`config.mk`:
```
export PLATFORM = sky130hd
export DESIGN_NAME = ddm_mover
export DESIGN_NICKNAME = d
export VERILOG_FILES = /design/src/rtl/ddm_pkg.sv /design/src/rtl/ddm_mover.sv /design/src/rtl/ddm_req_queue.sv
export SDC_FILE = /design/constraint.sdc
export NUM_CORES = 2
export LEC_CHECK = 0
export BUFFER_PORTS_ARGS = -buffer_cell sky130_fd_sc_hd__buf_2
export CAP_MARGIN = 40
export CELL_PAD_IN_SITES_DETAIL_PLACEMENT = 2
export CELL_PAD_IN_SITES_GLOBAL_PLACEMENT = 2
export CORE_UTILIZATION = 30
export DETAILED_ROUTE_END_ITERATION = 10
export PLACE_DENSITY = 0.7
export SLEW_MARGIN = 20
export SYNTH_ARGS = -nofsm -noshare
export SYNTH_HDL_FRONTEND = slang
export SYNTH_SLANG_ARGS = --single-unit
```
`constraint.sdc`:
```
create_clock -name sys_clk_i -period 3.91 [get_ports sys_clk_i]
set_clock_uncertainty 0.1 [all_clocks]
set_input_delay 0 -clock sys_clk_i [delete_from_list [all_inputs] [get_ports sys_clk_i]]
set_output_delay 0 -clock sys_clk_i [all_outputs]
set_load 0.03 [all_outputs]
```
`src/rtl/ddm_pkg.sv`:
```
// package: register map, field positions and encodings of the dual channel dma mover
`default_nettype none
package ddm_pkg;
   // ----------------------------------------------------------------
   // register map (byte offsets, one 32-bit word each)
   // ----------------------------------------------------------------
   localparam int unsigned REG_AW        = 8;
   localparam logic [7:0]  OFS_CTRL      = 8'h00;
   localparam logic [7:0]  OFS_RX_ADDR   = 8'h04;
   localparam logic [7:0]  OFS_RX_LEN    = 8'h08;
   localparam logic [7:0]  OFS_TX_ADDR   = 8'h0C;
   localparam logic [7:0]  OFS_TX_LEN    = 8'h10;
   localparam logic [7:0]  OFS_MEM_ADDR  = 8'h14;
   localparam logic [7:0]  OFS_STATUS    = 8'h18;
   localparam logic [7:0]  OFS_MASK      = 8'h1C;

   // ----------------------------------------------------------------
   // control fields
   // ----------------------------------------------------------------
   localparam int unsigned CTRL_RX_ONLY  = 0;
   localparam int unsigned CTRL_TX_ONLY  = 1;
   localparam int unsigned CTRL_WSEL_LO  = 2;
   localparam int unsigned CTRL_W        = 4;
   localparam logic [3:0]  CTRL_RESET    = 4'h0;

   // ----------------------------------------------------------------
   // status / mask fields
   // ----------------------------------------------------------------
   localparam int unsigned ST_DONE       = 0;
   localparam int unsigned ST_ERR        = 1;
   localparam int unsigned ST_BUSY       = 2;
   localparam int unsigned ST_RX_FULL    = 3;
   localparam int unsigned ST_TX_FULL    = 4;
   localparam int unsigned EVT_W         = 2;
   localparam logic [1:0]  MASK_RESET    = 2'h0;

   // ----------------------------------------------------------------
   // transfer width encodings (bytes per beat = 1 << code)
   // ----------------------------------------------------------------
   localparam logic [1:0]  WSEL_BYTE     = 2'h0;
   localparam logic [1:0]  WSEL_HALF     = 2'h1;
   localparam logic [1:0]  WSEL_WORD     = 2'h2;
   localparam logic [3:0]  WIDTHS_ALL    = 4'h7;
   localparam int unsigned QUEUE_DEPTH   = 4;

   typedef enum logic [3:0] {
      DDM_IDLE = 4'b0001,
      DDM_RD   = 4'b0010,
      DDM_WR   = 4'b0100,
      DDM_DONE = 4'b1000
   } ddm_state_t;
endpackage
`default_nettype wire

```
`src/rtl/ddm_mover.sv`:
```
// dual channel dma mover: register port, request queues, transfer engine, interrupt
`default_nettype none
module ddm_mover
   import ddm_pkg::*;
#(
   parameter int unsigned AW          = 32,
   parameter int unsigned DW          = 32,
   parameter logic [3:0]  WIDTHS_OK   = WIDTHS_ALL,
   parameter int unsigned SLOTS       = QUEUE_DEPTH
)(
   input  wire logic                sys_clk_i,
   input  wire logic                rst_i,
   // register port
   input  wire logic [REG_AW-1:0]   reg_addr_i,
   input  wire logic [31:0]         reg_wdata_i,
   input  wire logic                reg_wr_i,
   input  wire logic                reg_rd_i,
   output logic      [31:0]         reg_rdata_o,
   // data side master
   output logic                     mem_req_o,
   output logic                     mem_we_o,
   output logic      [AW-1:0]       mem_addr_o,
   output logic      [1:0]          mem_size_o,
   output logic      [DW-1:0]       mem_wdata_o,
   input  wire logic                mem_ack_i,
   input  wire logic [DW-1:0]       mem_rdata_i,
   // completion interrupt
   output logic                     irq_o
);
   localparam int unsigned RW = AW + 32;
   // queue pointers wrap by overflow: a slot count that is no power of two is rounded up
   localparam int unsigned QAW    = (SLOTS > 1) ? $clog2(SLOTS) : 1;
   localparam int unsigned QSLOTS = 1 << QAW;

   // ----------------------------------------------------------------
   // state
   // ----------------------------------------------------------------
   typedef struct packed {
      logic [CTRL_W-1:0] ctrl;
      logic [AW-1:0]     rx_addr;
      logic [AW-1:0]     tx_addr;
      logic [AW-1:0]     mem_addr;
      logic [EVT_W-1:0]  mask;
      logic [EVT_W-1:0]  evt;
      ddm_state_t        state;
      logic [AW-1:0]     src;
      logic [AW-1:0]     dst;
      logic [AW-1:0]     addr;
      logic [31:0]       rem;
      logic [31:0]       step;
      logic [1:0]        wsel;
      logic              fix_src;
      logic              fix_dst;
      logic [DW-1:0]     data;
      logic [31:0]       rdata;
   } ddm_regs_t;

   ddm_regs_t r_q;
   ddm_regs_t r_d;

   logic          rx_only;
   logic          tx_only;
   logic          mode_bad;
   logic [1:0]    wsel_cfg;
   logic          rx_push;
   logic          tx_push;
   logic          rx_push_ready;
   logic          tx_push_ready;
   logic          rx_valid;
   logic          tx_valid;
   logic          rx_pop;
   logic          tx_pop;
   logic [RW-1:0] rx_head;
   logic [RW-1:0] tx_head;
   logic          start;
   logic [31:0]   start_len;
   logic [31:0]   start_step;
   logic          width_ok;
   logic [EVT_W-1:0] evt_set;
   logic [EVT_W-1:0] evt_clr;
   logic [31:0]   status_word;

   // ----------------------------------------------------------------
   // mode decode
   // ----------------------------------------------------------------
   assign rx_only  = r_q.ctrl[CTRL_RX_ONLY];
   assign tx_only  = r_q.ctrl[CTRL_TX_ONLY];
   assign wsel_cfg = r_q.ctrl[CTRL_WSEL_LO +: 2];
   // a peripheral engine may not run both directions at once
   assign mode_bad = rx_only && tx_only;
   // no flag for this: queued jobs simply wait for a legal mode

   // ----------------------------------------------------------------
   // request queues
   // ----------------------------------------------------------------
   // a write of a length queues it with the matching address register, unless ctrl selects the other direction only;
   // the completion action is the done flag and interrupt
   // a push into a full queue is dropped; software polls the full bits
   assign rx_push = reg_wr_i && (reg_addr_i == OFS_RX_LEN) && !tx_only;
   assign tx_push = reg_wr_i && (reg_addr_i == OFS_TX_LEN) && !rx_only;

   ddm_req_queue #(
      .WIDTH (RW),
      .DEPTH (QSLOTS)
   ) u_rx_queue (
      .sys_clk_i    (sys_clk_i),
      .rst_i        (rst_i),
      .push_valid_i (rx_push),
      .push_ready_o (rx_push_ready),
      .push_data_i  ({r_q.rx_addr, reg_wdata_i}),
      .pop_valid_o  (rx_valid),
      .pop_ready_i  (rx_pop),
      .pop_data_o   (rx_head)
   );

   ddm_req_queue #(
      .WIDTH (RW),
      .DEPTH (QSLOTS)
   ) u_tx_queue (
      .sys_clk_i    (sys_clk_i),
      .rst_i        (rst_i),
      .push_valid_i (tx_push),
      .push_ready_o (tx_push_ready),
      .push_data_i  ({r_q.tx_addr, reg_wdata_i}),
      .pop_valid_o  (tx_valid),
      .pop_ready_i  (tx_pop),
      .pop_data_o   (tx_head)
   );

   // ----------------------------------------------------------------
   // start decision
   // ----------------------------------------------------------------
   always_comb
   begin
      start     = 1'b0;
      rx_pop    = 1'b0;
      tx_pop    = 1'b0;
      start_len = 32'h0;
      if (r_q.state == DDM_IDLE && !mode_bad)
      begin
         if (rx_only)
         begin
            start     = rx_valid;
            rx_pop    = rx_valid;
            start_len = rx_head[31:0];
         end
         else if (tx_only)
         begin
            start     = tx_valid;
            tx_pop    = tx_valid;
            start_len = tx_head[31:0];
         end
         else
         begin
            // an rx request alone never moves data
            start     = rx_valid && tx_valid;
            rx_pop    = start;
            tx_pop    = start;
            start_len = rx_head[31:0];
         end
      end
   end

   // widths outside the built set are refused and flagged
   // the job is popped anyway, so a refused request is discarded, not retried
   assign width_ok   = WIDTHS_OK[wsel_cfg];
   assign start_step = 32'h1 << wsel_cfg;

   // ----------------------------------------------------------------
   // status word
   // ----------------------------------------------------------------
   // busy and full bits are live views, only the event bits are sticky
   always_comb
   begin
      status_word             = 32'h0;
      status_word[EVT_W-1:0]  = r_q.evt;
      status_word[ST_BUSY]    = (r_q.state != DDM_IDLE);
      status_word[ST_RX_FULL] = !rx_push_ready;
      status_word[ST_TX_FULL] = !tx_push_ready;
   end

   // ----------------------------------------------------------------
   // engine, registers and events
   // ----------------------------------------------------------------
   always_comb
   begin
      r_d     = r_q;
      evt_set = '0;
      evt_clr = '0;

      unique case (r_q.state)
         DDM_IDLE:
         begin
            if (start && !width_ok)
               evt_set[ST_ERR] = 1'b1;
            else if (start)
            begin
               // beat width is the peripheral register width, set in ctrl
               r_d.wsel = wsel_cfg;
               r_d.step = start_step;
               // trailing partial beat is dropped, software moves it
               r_d.rem  = start_len & ~(start_step - 32'h1);
               if (rx_only)
               begin
                  r_d.src     = rx_head[RW-1:32];
                  r_d.dst     = r_q.mem_addr;
                  r_d.fix_src = 1'b1;
                  r_d.fix_dst = 1'b0;
               end
               else if (tx_only)
               begin
                  r_d.src     = r_q.mem_addr;
                  r_d.dst     = tx_head[RW-1:32];
                  r_d.fix_src = 1'b0;
                  r_d.fix_dst = 1'b1;
               end
               else
               begin
                  r_d.src     = rx_head[RW-1:32];
                  r_d.dst     = tx_head[RW-1:32];
                  r_d.fix_src = 1'b0;
                  r_d.fix_dst = 1'b0;
               end
               // address is registered so it never glitches with the state decode
               r_d.addr = r_d.src;
               if ((start_len & ~(start_step - 32'h1)) == 32'h0)
                  r_d.state = DDM_DONE;
               else
                  r_d.state = DDM_RD;
            end
         end
         DDM_RD:
         begin
            if (mem_ack_i)
            begin
               // read data is only valid in the ack cycle
               r_d.data  = mem_rdata_i;
               r_d.addr  = r_q.dst;
               r_d.state = DDM_WR;
            end
         end
         DDM_WR:
         begin
            if (mem_ack_i)
            begin
               // fixed side stays on the peripheral data register
               if (!r_q.fix_src)
                  r_d.src = r_q.src + AW'(r_q.step);
               if (!r_q.fix_dst)
                  r_d.dst = r_q.dst + AW'(r_q.step);
               r_d.rem = r_q.rem - r_q.step;
               r_d.addr = r_d.src;
               if (r_q.rem == r_q.step)
                  r_d.state = DDM_DONE;
               else
                  r_d.state = DDM_RD;
            end
         end
         DDM_DONE:
         begin
            // done flag lands two cycles after the last write ack
            evt_set[ST_DONE] = 1'b1;
            r_d.state        = DDM_IDLE;
         end
         default:
            r_d.state = DDM_IDLE;
      endcase

      // register writes
      if (reg_wr_i)
      begin
         unique case (reg_addr_i)
            OFS_CTRL:     r_d.ctrl     = reg_wdata_i[CTRL_W-1:0];
            OFS_RX_ADDR:  r_d.rx_addr  = reg_wdata_i[AW-1:0];
            OFS_TX_ADDR:  r_d.tx_addr  = reg_wdata_i[AW-1:0];
            OFS_MEM_ADDR: r_d.mem_addr = reg_wdata_i[AW-1:0];
            OFS_MASK:     r_d.mask     = reg_wdata_i[EVT_W-1:0];
            OFS_STATUS:   evt_clr      = reg_wdata_i[EVT_W-1:0];
            // length offsets only push into the queues
            default:      r_d.mask     = r_q.mask;
         endcase
      end

      // a flag set in the cycle of its clear stays set
      r_d.evt = (r_q.evt & ~evt_clr) | evt_set;

      // read data, one cycle after the strobe only
      r_d.rdata = 32'h0;
      if (reg_rd_i)
      begin
         unique case (reg_addr_i)
            OFS_CTRL:     r_d.rdata = 32'(r_q.ctrl);
            OFS_RX_ADDR:  r_d.rdata = 32'(r_q.rx_addr);
            OFS_TX_ADDR:  r_d.rdata = 32'(r_q.tx_addr);
            OFS_MEM_ADDR: r_d.rdata = 32'(r_q.mem_addr);
            OFS_MASK:     r_d.rdata = 32'(r_q.mask);
            OFS_STATUS:   r_d.rdata = status_word;
            // unmapped offsets read zero
            default:      r_d.rdata = 32'h0;
         endcase
      end
   end

   always_ff @(posedge sys_clk_i)
   begin
      if (rst_i)
      begin
         r_q       <= '0;
         r_q.ctrl  <= CTRL_RESET;
         r_q.mask  <= MASK_RESET;
         r_q.state <= DDM_IDLE;
      end
      else
         r_q <= r_d;
   end

   // ----------------------------------------------------------------
   // outputs
   // ----------------------------------------------------------------
   assign reg_rdata_o = r_q.rdata;
   assign mem_req_o   = (r_q.state == DDM_RD) || (r_q.state == DDM_WR);
   assign mem_we_o    = (r_q.state == DDM_WR);
   assign mem_addr_o  = r_q.addr;
   assign mem_size_o  = r_q.wsel;
   assign mem_wdata_o = r_q.data;
   // level: high while any unmasked sticky flag is set
   assign irq_o       = |(r_q.evt & r_q.mask);
endmodule
`default_nettype wire

```
`src/rtl/ddm_req_queue.sv`:
```
// request queue: power-of-two slot fifo with valid/ready on both sides
`default_nettype none
module ddm_req_queue
   import ddm_pkg::*;
#(
   parameter int unsigned WIDTH = 64,
   parameter int unsigned DEPTH = QUEUE_DEPTH
)(
   input  wire logic             sys_clk_i,
   input  wire logic             rst_i,
   input  wire logic             push_valid_i,
   output logic                  push_ready_o,
   input  wire logic [WIDTH-1:0] push_data_i,
   output logic                  pop_valid_o,
   input  wire logic             pop_ready_i,
   output logic      [WIDTH-1:0] pop_data_o
);
   localparam int unsigned AW = (DEPTH > 1) ? $clog2(DEPTH) : 1;

   typedef struct packed {
      logic [DEPTH-1:0][WIDTH-1:0] mem;
      logic [AW-1:0]               wr_ptr;
      logic [AW-1:0]               rd_ptr;
      logic [AW:0]                 count;
   } ddm_queue_t;

   ddm_queue_t q_q;
   ddm_queue_t q_d;
   logic       do_push;
   logic       do_pop;

   // pointers wrap by overflow only, so depth must stay a power of two
   assign push_ready_o = (q_q.count != (AW+1)'(DEPTH));
   assign pop_valid_o  = (q_q.count != '0);
   assign pop_data_o   = q_q.mem[q_q.rd_ptr];
   assign do_push      = push_valid_i && push_ready_o;
   assign do_pop       = pop_valid_o && pop_ready_i;

   always_comb
   begin
      q_d = q_q;
      if (do_push)
      begin
         q_d.mem[q_q.wr_ptr] = push_data_i;
         q_d.wr_ptr          = q_q.wr_ptr + 1'b1;
      end
      if (do_pop)
         q_d.rd_ptr = q_q.rd_ptr + 1'b1;
      if (do_push && !do_pop)
         q_d.count = q_q.count + 1'b1;
      else if (do_pop && !do_push)
         q_d.count = q_q.count - 1'b1;
   end

   always_ff @(posedge sys_clk_i)
   begin
      if (rst_i)
         q_q <= '0;
      else
         q_q <= q_d;
   end
endmodule
`default_nettype wire

```
After elaboration in Yosys (flattened, before gate mapping)

Cells that the tools add are included.
Widths: inputs -> output; s select.

$add $sub $neg: 12
Multiply operators: 0
Div/mod/pow operators: 0
Order comparisons: 7
Eq/ne operators: 20
Shift operators: 1
Muxes and demuxes: 50
Bitwise logic cells: 8
Reduce and logical (&&, ||, !) cells: 50

Operators by type and width:

| operator              | count |
|---|---|
| $bwmux 256            | 2 |
| $mux 64               | 6 |
| $mux 168              | 2 |
| $bmux 64 s2           | 2 |
| $demux 64 s2          | 2 |
| $mux 32               | 6 |
| $pmux 32 s6           | 1 |
| $mux 132              | 1 |
| $pmux 64 s2           | 1 |
| $pmux 32 s3           | 1 |
| $add 32x32->32        | 2 |
| $pmux 32 s2           | 1 |
| $and 32x32->32        | 1 |
| $eq 32x32->1          | 1 |
| $eq 8x5->1 const B    | 4 |
| $logic_not 32->1      | 1 |
| $not 32->32           | 1 |
| $shl 1x2->32 const A  | 1 |
| $sub 32x1->32 const B | 1 |
| $sub 32x32->32        | 1 |
| $logic_and 1x1->1     | 18 |
| $eq 8x4->1 const B    | 2 |
| $lt 2x3->1 const B    | 5 |
| $mux 1                | 13 |
| 32 further kinds      | 72 |

Bits in registers: 862
Bits in latches: 0
Memory bits (writable): 0
ROM bits: 0
Input port bits: 77
Output and inout port bits: 101
Logic and storage cells: 179
Memories kept: 0

Depth between registers and ports, before layout

Depth in word-level cells: 11
Gate-level depth with buffers: 11
Depth with buffers taken out: 11

By module

From an unflattened synthesis, not the netlist that was laid out.

Cell total of the unflattened synthesis: 4173
Area total of the unflattened synthesis: 40219.8 um2

Modules (own cells, without submodules):

| module                     | instances | cells each | area each (um2) | seq. area each (um2) |
|---|---|---|---|---|
| ddm_mover                  | 1         | 2133       | 16030.4         | 6165.9 |
| ddm_req_queue (u_tx_queue) | 1         | 1020       | 12095.4         | 5265.0 |
| ddm_req_queue (u_rx_queue) | 1         | 1020       | 12094.1         | 5265.0 |

Worst setup path before layout

No wires, ideal clock.

Kind: register to register
From: register r_q[69] (netlist name)
To: register r_q[212] (netlist name)
Library setup time: 133 ps
Arrival time: 2445 ps
Required time: 3677 ps
Slack: 1233 ps
Cell stages (with the launch flop): 10
Path buffers: 0
Clock period less this slack: 2677 ps
Cell sequence: dfxtp_1 -> inv_1 -> fa_1 -> nor2b_1 -> o21ai_1 -> a211oi_1 -> nand4_1 -> xnor2_1 -> a21oi_1 -> a21oi_1

Cells in the longest elaborated chain, start to end: 4

RTL lines:

| what                   | RTL line         | text |
|---|---|---|
| start, declared        | ddm_mover.sv:58  | `ddm_regs_t r_q;` |
| start signal, assigned | ddm_mover.sv:314 | `r_q <= r_d;` |
| $add 32x32->32         | ddm_mover.sv:248 | `r_d.src = r_q.src + AW'(r_q.step);` |
| $mux 32                | ddm_mover.sv:247 | `if (!r_q.fix_src)` |
| $mux 132               | ddm_mover.sv:244 | `if (mem_ack_i)` |
| $pmux 64 s2            | ddm_mover.sv:191 | `unique case (r_q.state)` |

Every way passes these cells. The select of a mux whose other input is x is not followed.
A chain may end at the register's enable or synchronous reset.

Final worst setup path

From: input port reg_addr_i[4]
To: register r_q[305] (netlist name)

Cells in the longest elaborated chain, start to end: 2

RTL lines:

| what                              | RTL line         | text |
|---|---|---|
| start, declared                   | ddm_mover.sv:14  | `input wire logic [REG_AW-1:0] reg_addr_i,` |
| $eq 8x3->1                        | ddm_mover.sv:272 | `unique case (reg_addr_i)` |
| $reduce_and 2->1 (no source line) | --               |  |

Every way passes these cells.

==> flow_metrics.tcl <==
set metrics [dict create \
    end_kind "register" \
    groute.layer.met3.usage_pct 3.71 \
    hp-class "input port to register" \
    p_seq_share_pct 44.9 \
    ys.flop_type "dfxtp_1" \
    syn_inst 4659 \
    power.leakage_nw 14.9 \
    routabilityCongestion 0.867 \
    root_buffer "clkbuf_16" \
    min_period_ns 3.41 \
    die_h_um 355 \
    status "complete, but fails checks" \
    worst_pin_slew_ns 0.966 \
    worst_path_most_repeated_cell "dlygate4sd3_1" \
    slew_violations 0 \
    finalCritPeriodShare_pct 87.2 \
    hpwlAfterDp_um 111000 \
    die_area_mm2 0.126 \
    ys_types 73 \
    clkPwrFrac_pct 52.6 \
    dr.first_iter.drc_count 2631 \
    busiest_layer "met2" \
    cp_num_buf_inv 5 \
    async_flop_share_pct 0 \
    crit_slowest_cell "nor2_4" \
    antenna_found_initial 10 \
    met1_usage_pct 34.7 \
    viasPerCell 5.56 \
    grt.met2_usage_pct 46.1 \
    grt_use_total_pct 26.9 \
    cap_viol_max_count 0 \
    rsz0062_at_grt "no" \
    syn_to_final_growth_pct 18.8 \
    core_area_mm2 0.124 \
    internal_power_mw 14.5 \
    start_util_pct 30.3 \
    min_path_cells 4 \
    synth_warnings 0 \
    htree_levels 3 \
    cts.sinks 834 \
    sw_frac_of_total_pct 23.3 \
    synth_edf_count 0 \
    synth_area_mm2 0.0375 \
    grt_pass1_vias 38200 \
    drc 90 \
    cp_max_fo 14 \
    seq_area_frac_synth_pct 44.6 \
    peakVddDrop_v 0.000322 \
    slowest_delay_ns 0.70 \
    final_util_pct 35.9 \
    first_pass_iters 9 \
    pre_cts_ws_ns 0.766 \
    p_comb_share_pct 2.5 \
    clkTransAtPathRegs_ns 0.06 \
    reg2regPathDepth 9 \
    finalSetupViolCount 0 \
    regArea_mm2 0.0167 \
    vias 35800 \
    dp.cells 6094 \
    fin_nets 4818 \
    setup_tns_ns 0 \
    reg2reg_slack_ns 0.73 \
    clk-insertion-delay-late_ns 0.74 \
    critPathLaunchType "input port" \
    ys_ff_latch 834 \
    synth.avg_cell_area_um2 8.04 \
    drt_wl_total_um 173000 \
    fmax_ghz 0.293 \
    instances_no_fill 6437 \
    portBuffers 177 \
    wl_per_cell_um 26.9 \
    crit_chain "dlygate4sd3_1 -> buf_2 -> nor4_1 -> dlygate4sd3_1 -> nand2_1 -> nor2_4 -> nand2_1 -> dlygate4sd3_1 -> a21oi_1 -> dlygate4sd3_1" \
    syn-num-nets 4765 \
    final-hold-violation-count 0 \
    post-cts-setup-buffers 0 \
    cts_tree "yes" \
    cts_made_buffers 98 \
    floorplan.io_pins 178 \
    timing.final.ws_setup_ns 0.501 \
    drive_gt1_share_pct 13.4 \
    crit_cells 10 \
    drtAntennaViolNets 0 \
    multi_input_area_mm2 0.0186 \
    grt_overflow_total 0 \
    fp.dieW_um 355 \
    rows 129 \
    grt_pass1_wl_um 256000 \
    worst_ep_arrival_time_ns 3.98 \
    crit_type "input port to register" \
    p_sw_mw 4.41 \
    relSlewSlack_pct 35.6 \
    clockBufferDepth 3 \
    fin_total_pwr_mw 18.9 \
    cp.required_ns 4.48 \
    violations "design-rule violations" \
    pwr_density_cell_mw_per_mm2 425 \
    grt_start_max_net_pins 181 \
    critPathTopFamily "buffers and inverters" \
    fill_cells 13900 \
]
-- final timing paths --
check,start,to
min,reg_wdata_i[5],r_q[273]
min reg2reg,u_tx_queue.q_q[158],u_tx_queue.q_q[158]
max,reg_addr_i[4],r_q[305]
max reg2reg,r_q[335],r_q[231]
-- power by group through the flow --
| stage | clock network (mW) | registers [mW] | logic, mW |
|---|---|---|---|
| floorplan | 0 | 8.69 | 0.172 |
| global placement | 0 | 8.69 | 0.358 |
| detailed placement | 0 | 8.69 | 0.362 |
| CTS | 10.1 | 8.50 | 0.451 |
| global route | 10.4 | 8.49 | 0.485 |
| finish | 9.95 | 8.50 | 0.465 |
-- cell families (layout without fill, tap and decap cells) --
| group | after synthesis | count (layout) | synth area share, % |
|---|---|---|---|
| other | 0 | 2 | 0 |
| buffers and inverters | 519 | 658 | 6.46 |
| xor gates and xnor gates | 35 | 35 | 0.818 |
| DFF | 834 | 834 | 44.6 |
| muxes | 184 | 184 | 9.21 |
| AOI/OAI and AO/OA | 1164 | 1164 | 17.2 |
| and+or+nand+nor | 1894 | 1894 | 20.7 |
| adders and majority gates | 29 | 29 | 1.07 |
-- state kept, by name (all words and copies together) (netlist names) --
signal / count
r_q: 210
u_tx_queue.q_q: 263
mem_addr_o: 32
reg_rdata_o: 32
mem_size_o: 2
mem_wdata_o: 32
u_rx_queue.q_q: 263
-- synthesized netlist by cell type (11+ instances only) --
cell | number | area (µm²)
a21oi_1 | 820 | 4100
mux2i_1 | 52 | 521
mux4_2 | 128 | 2880
a22oi_1 | 23 | 173
inv_1 | 32 | 120
buf_4 | 101 | 758
buf_2 | 69 | 345
buf_1 | 14 | 52.6
nor2_1 | 167 | 627
ha_1 | 24 | 300
nand4_1 | 32 | 200
nor3_1 | 55 | 275
xor2_1 | 14 | 123
a211oi_1 | 13 | 97.6
xnor2_1 | 21 | 184
or3_1 | 11 | 68.8
nor4_1 | 25 | 156
and3_1 | 15 | 93.8
nand3_1 | 40 | 200
and2_1 | 14 | 87.6
nand2_1 | 1471 | 5520
dfxtp_1 | 834 | 16700
a31oi_1 | 29 | 181
a222oi_1 | 27 | 270
o22ai_1 | 17 | 106
a22o_1 | 17 | 149
o21ai_0 | 137 | 686
clkbuf_1 | 301 | 1130
-- cell type report --
class | instances | share of cell area (%)
multi-input combinational | 3306 | 41.7
sequential | 834 | 37.6
timing repair buffer | 439 | 8.03
clock buffer | 143 | 6.48
tap | 1637 | 4.60
clock inverter | 43 | 1.31
inverter | 33 | 0.278
antenna | 2 | 0.0113
-- cells in the final DEF, fill, tap and decap left out, drive strengths merged, types with 7 or more instances in the layout --
cell,count
a211oi,15
a21oi,820
a222oi,27
a22o,17
a22oi,23
a31oi,29
a32oi,7
and2,15
and3,15
and4,10
buf,287
bufinv,11
clkbuf,144
clkinv,27
dfxtp,834
dlygate4sd3,151
ha,24
inv,37
mux2i,52
mux4,128
nand2,1471
nand2b,10
nand3,40
nand4,32
nor2,167
nor2b,8
nor3,56
nor4,28
nor4b,9
o211ai,10
o21a,8
o21ai,144
o22ai,17
or3,11
or4,7
xnor2,21
xor2,14
-- layer usage --
| layer | part of all wire (%) | wire, µm |
|---|---|---|
| met2 | 49 | 84000 |
| met1 | 44 | 76100 |
| met5 | 0.014 | 24 |
| met4 | 3.2 | 5620 |
| met3 | 4.3 | 7410 |
-- repair_timing --
| item | CTS | global route |
|---|---|---|
| hold buffers | 151 | 0 |
| endpoints found under the hold margin | 489 | 0 |
| resized for setup | 0 | 0 |
-- worst reg2reg max path, cell delays in order (launching register included) --
cell      delay [ns]
dfxtp_1         0.46
or2_2           0.19
ha_1            0.15
nor2b_1         0.29
nand3b_1        0.45
a21oi_1         0.20
or4_1           0.53
nor4_1          0.30
nand4_1         0.18
a211oi_2        0.24
-- metrics by stage --
step	cell area, µm²	hold slack [ns]
2_1_floorplan	37500	0.0360
3_3_place_gp	39300	0.140
3_5_place_dp	39400	0.152
4_1_cts	44400	0.120
5_1_grt	44500	0.164
6_report	44500	0.156
Note: power is estimated with default switching activity, not from simulation.
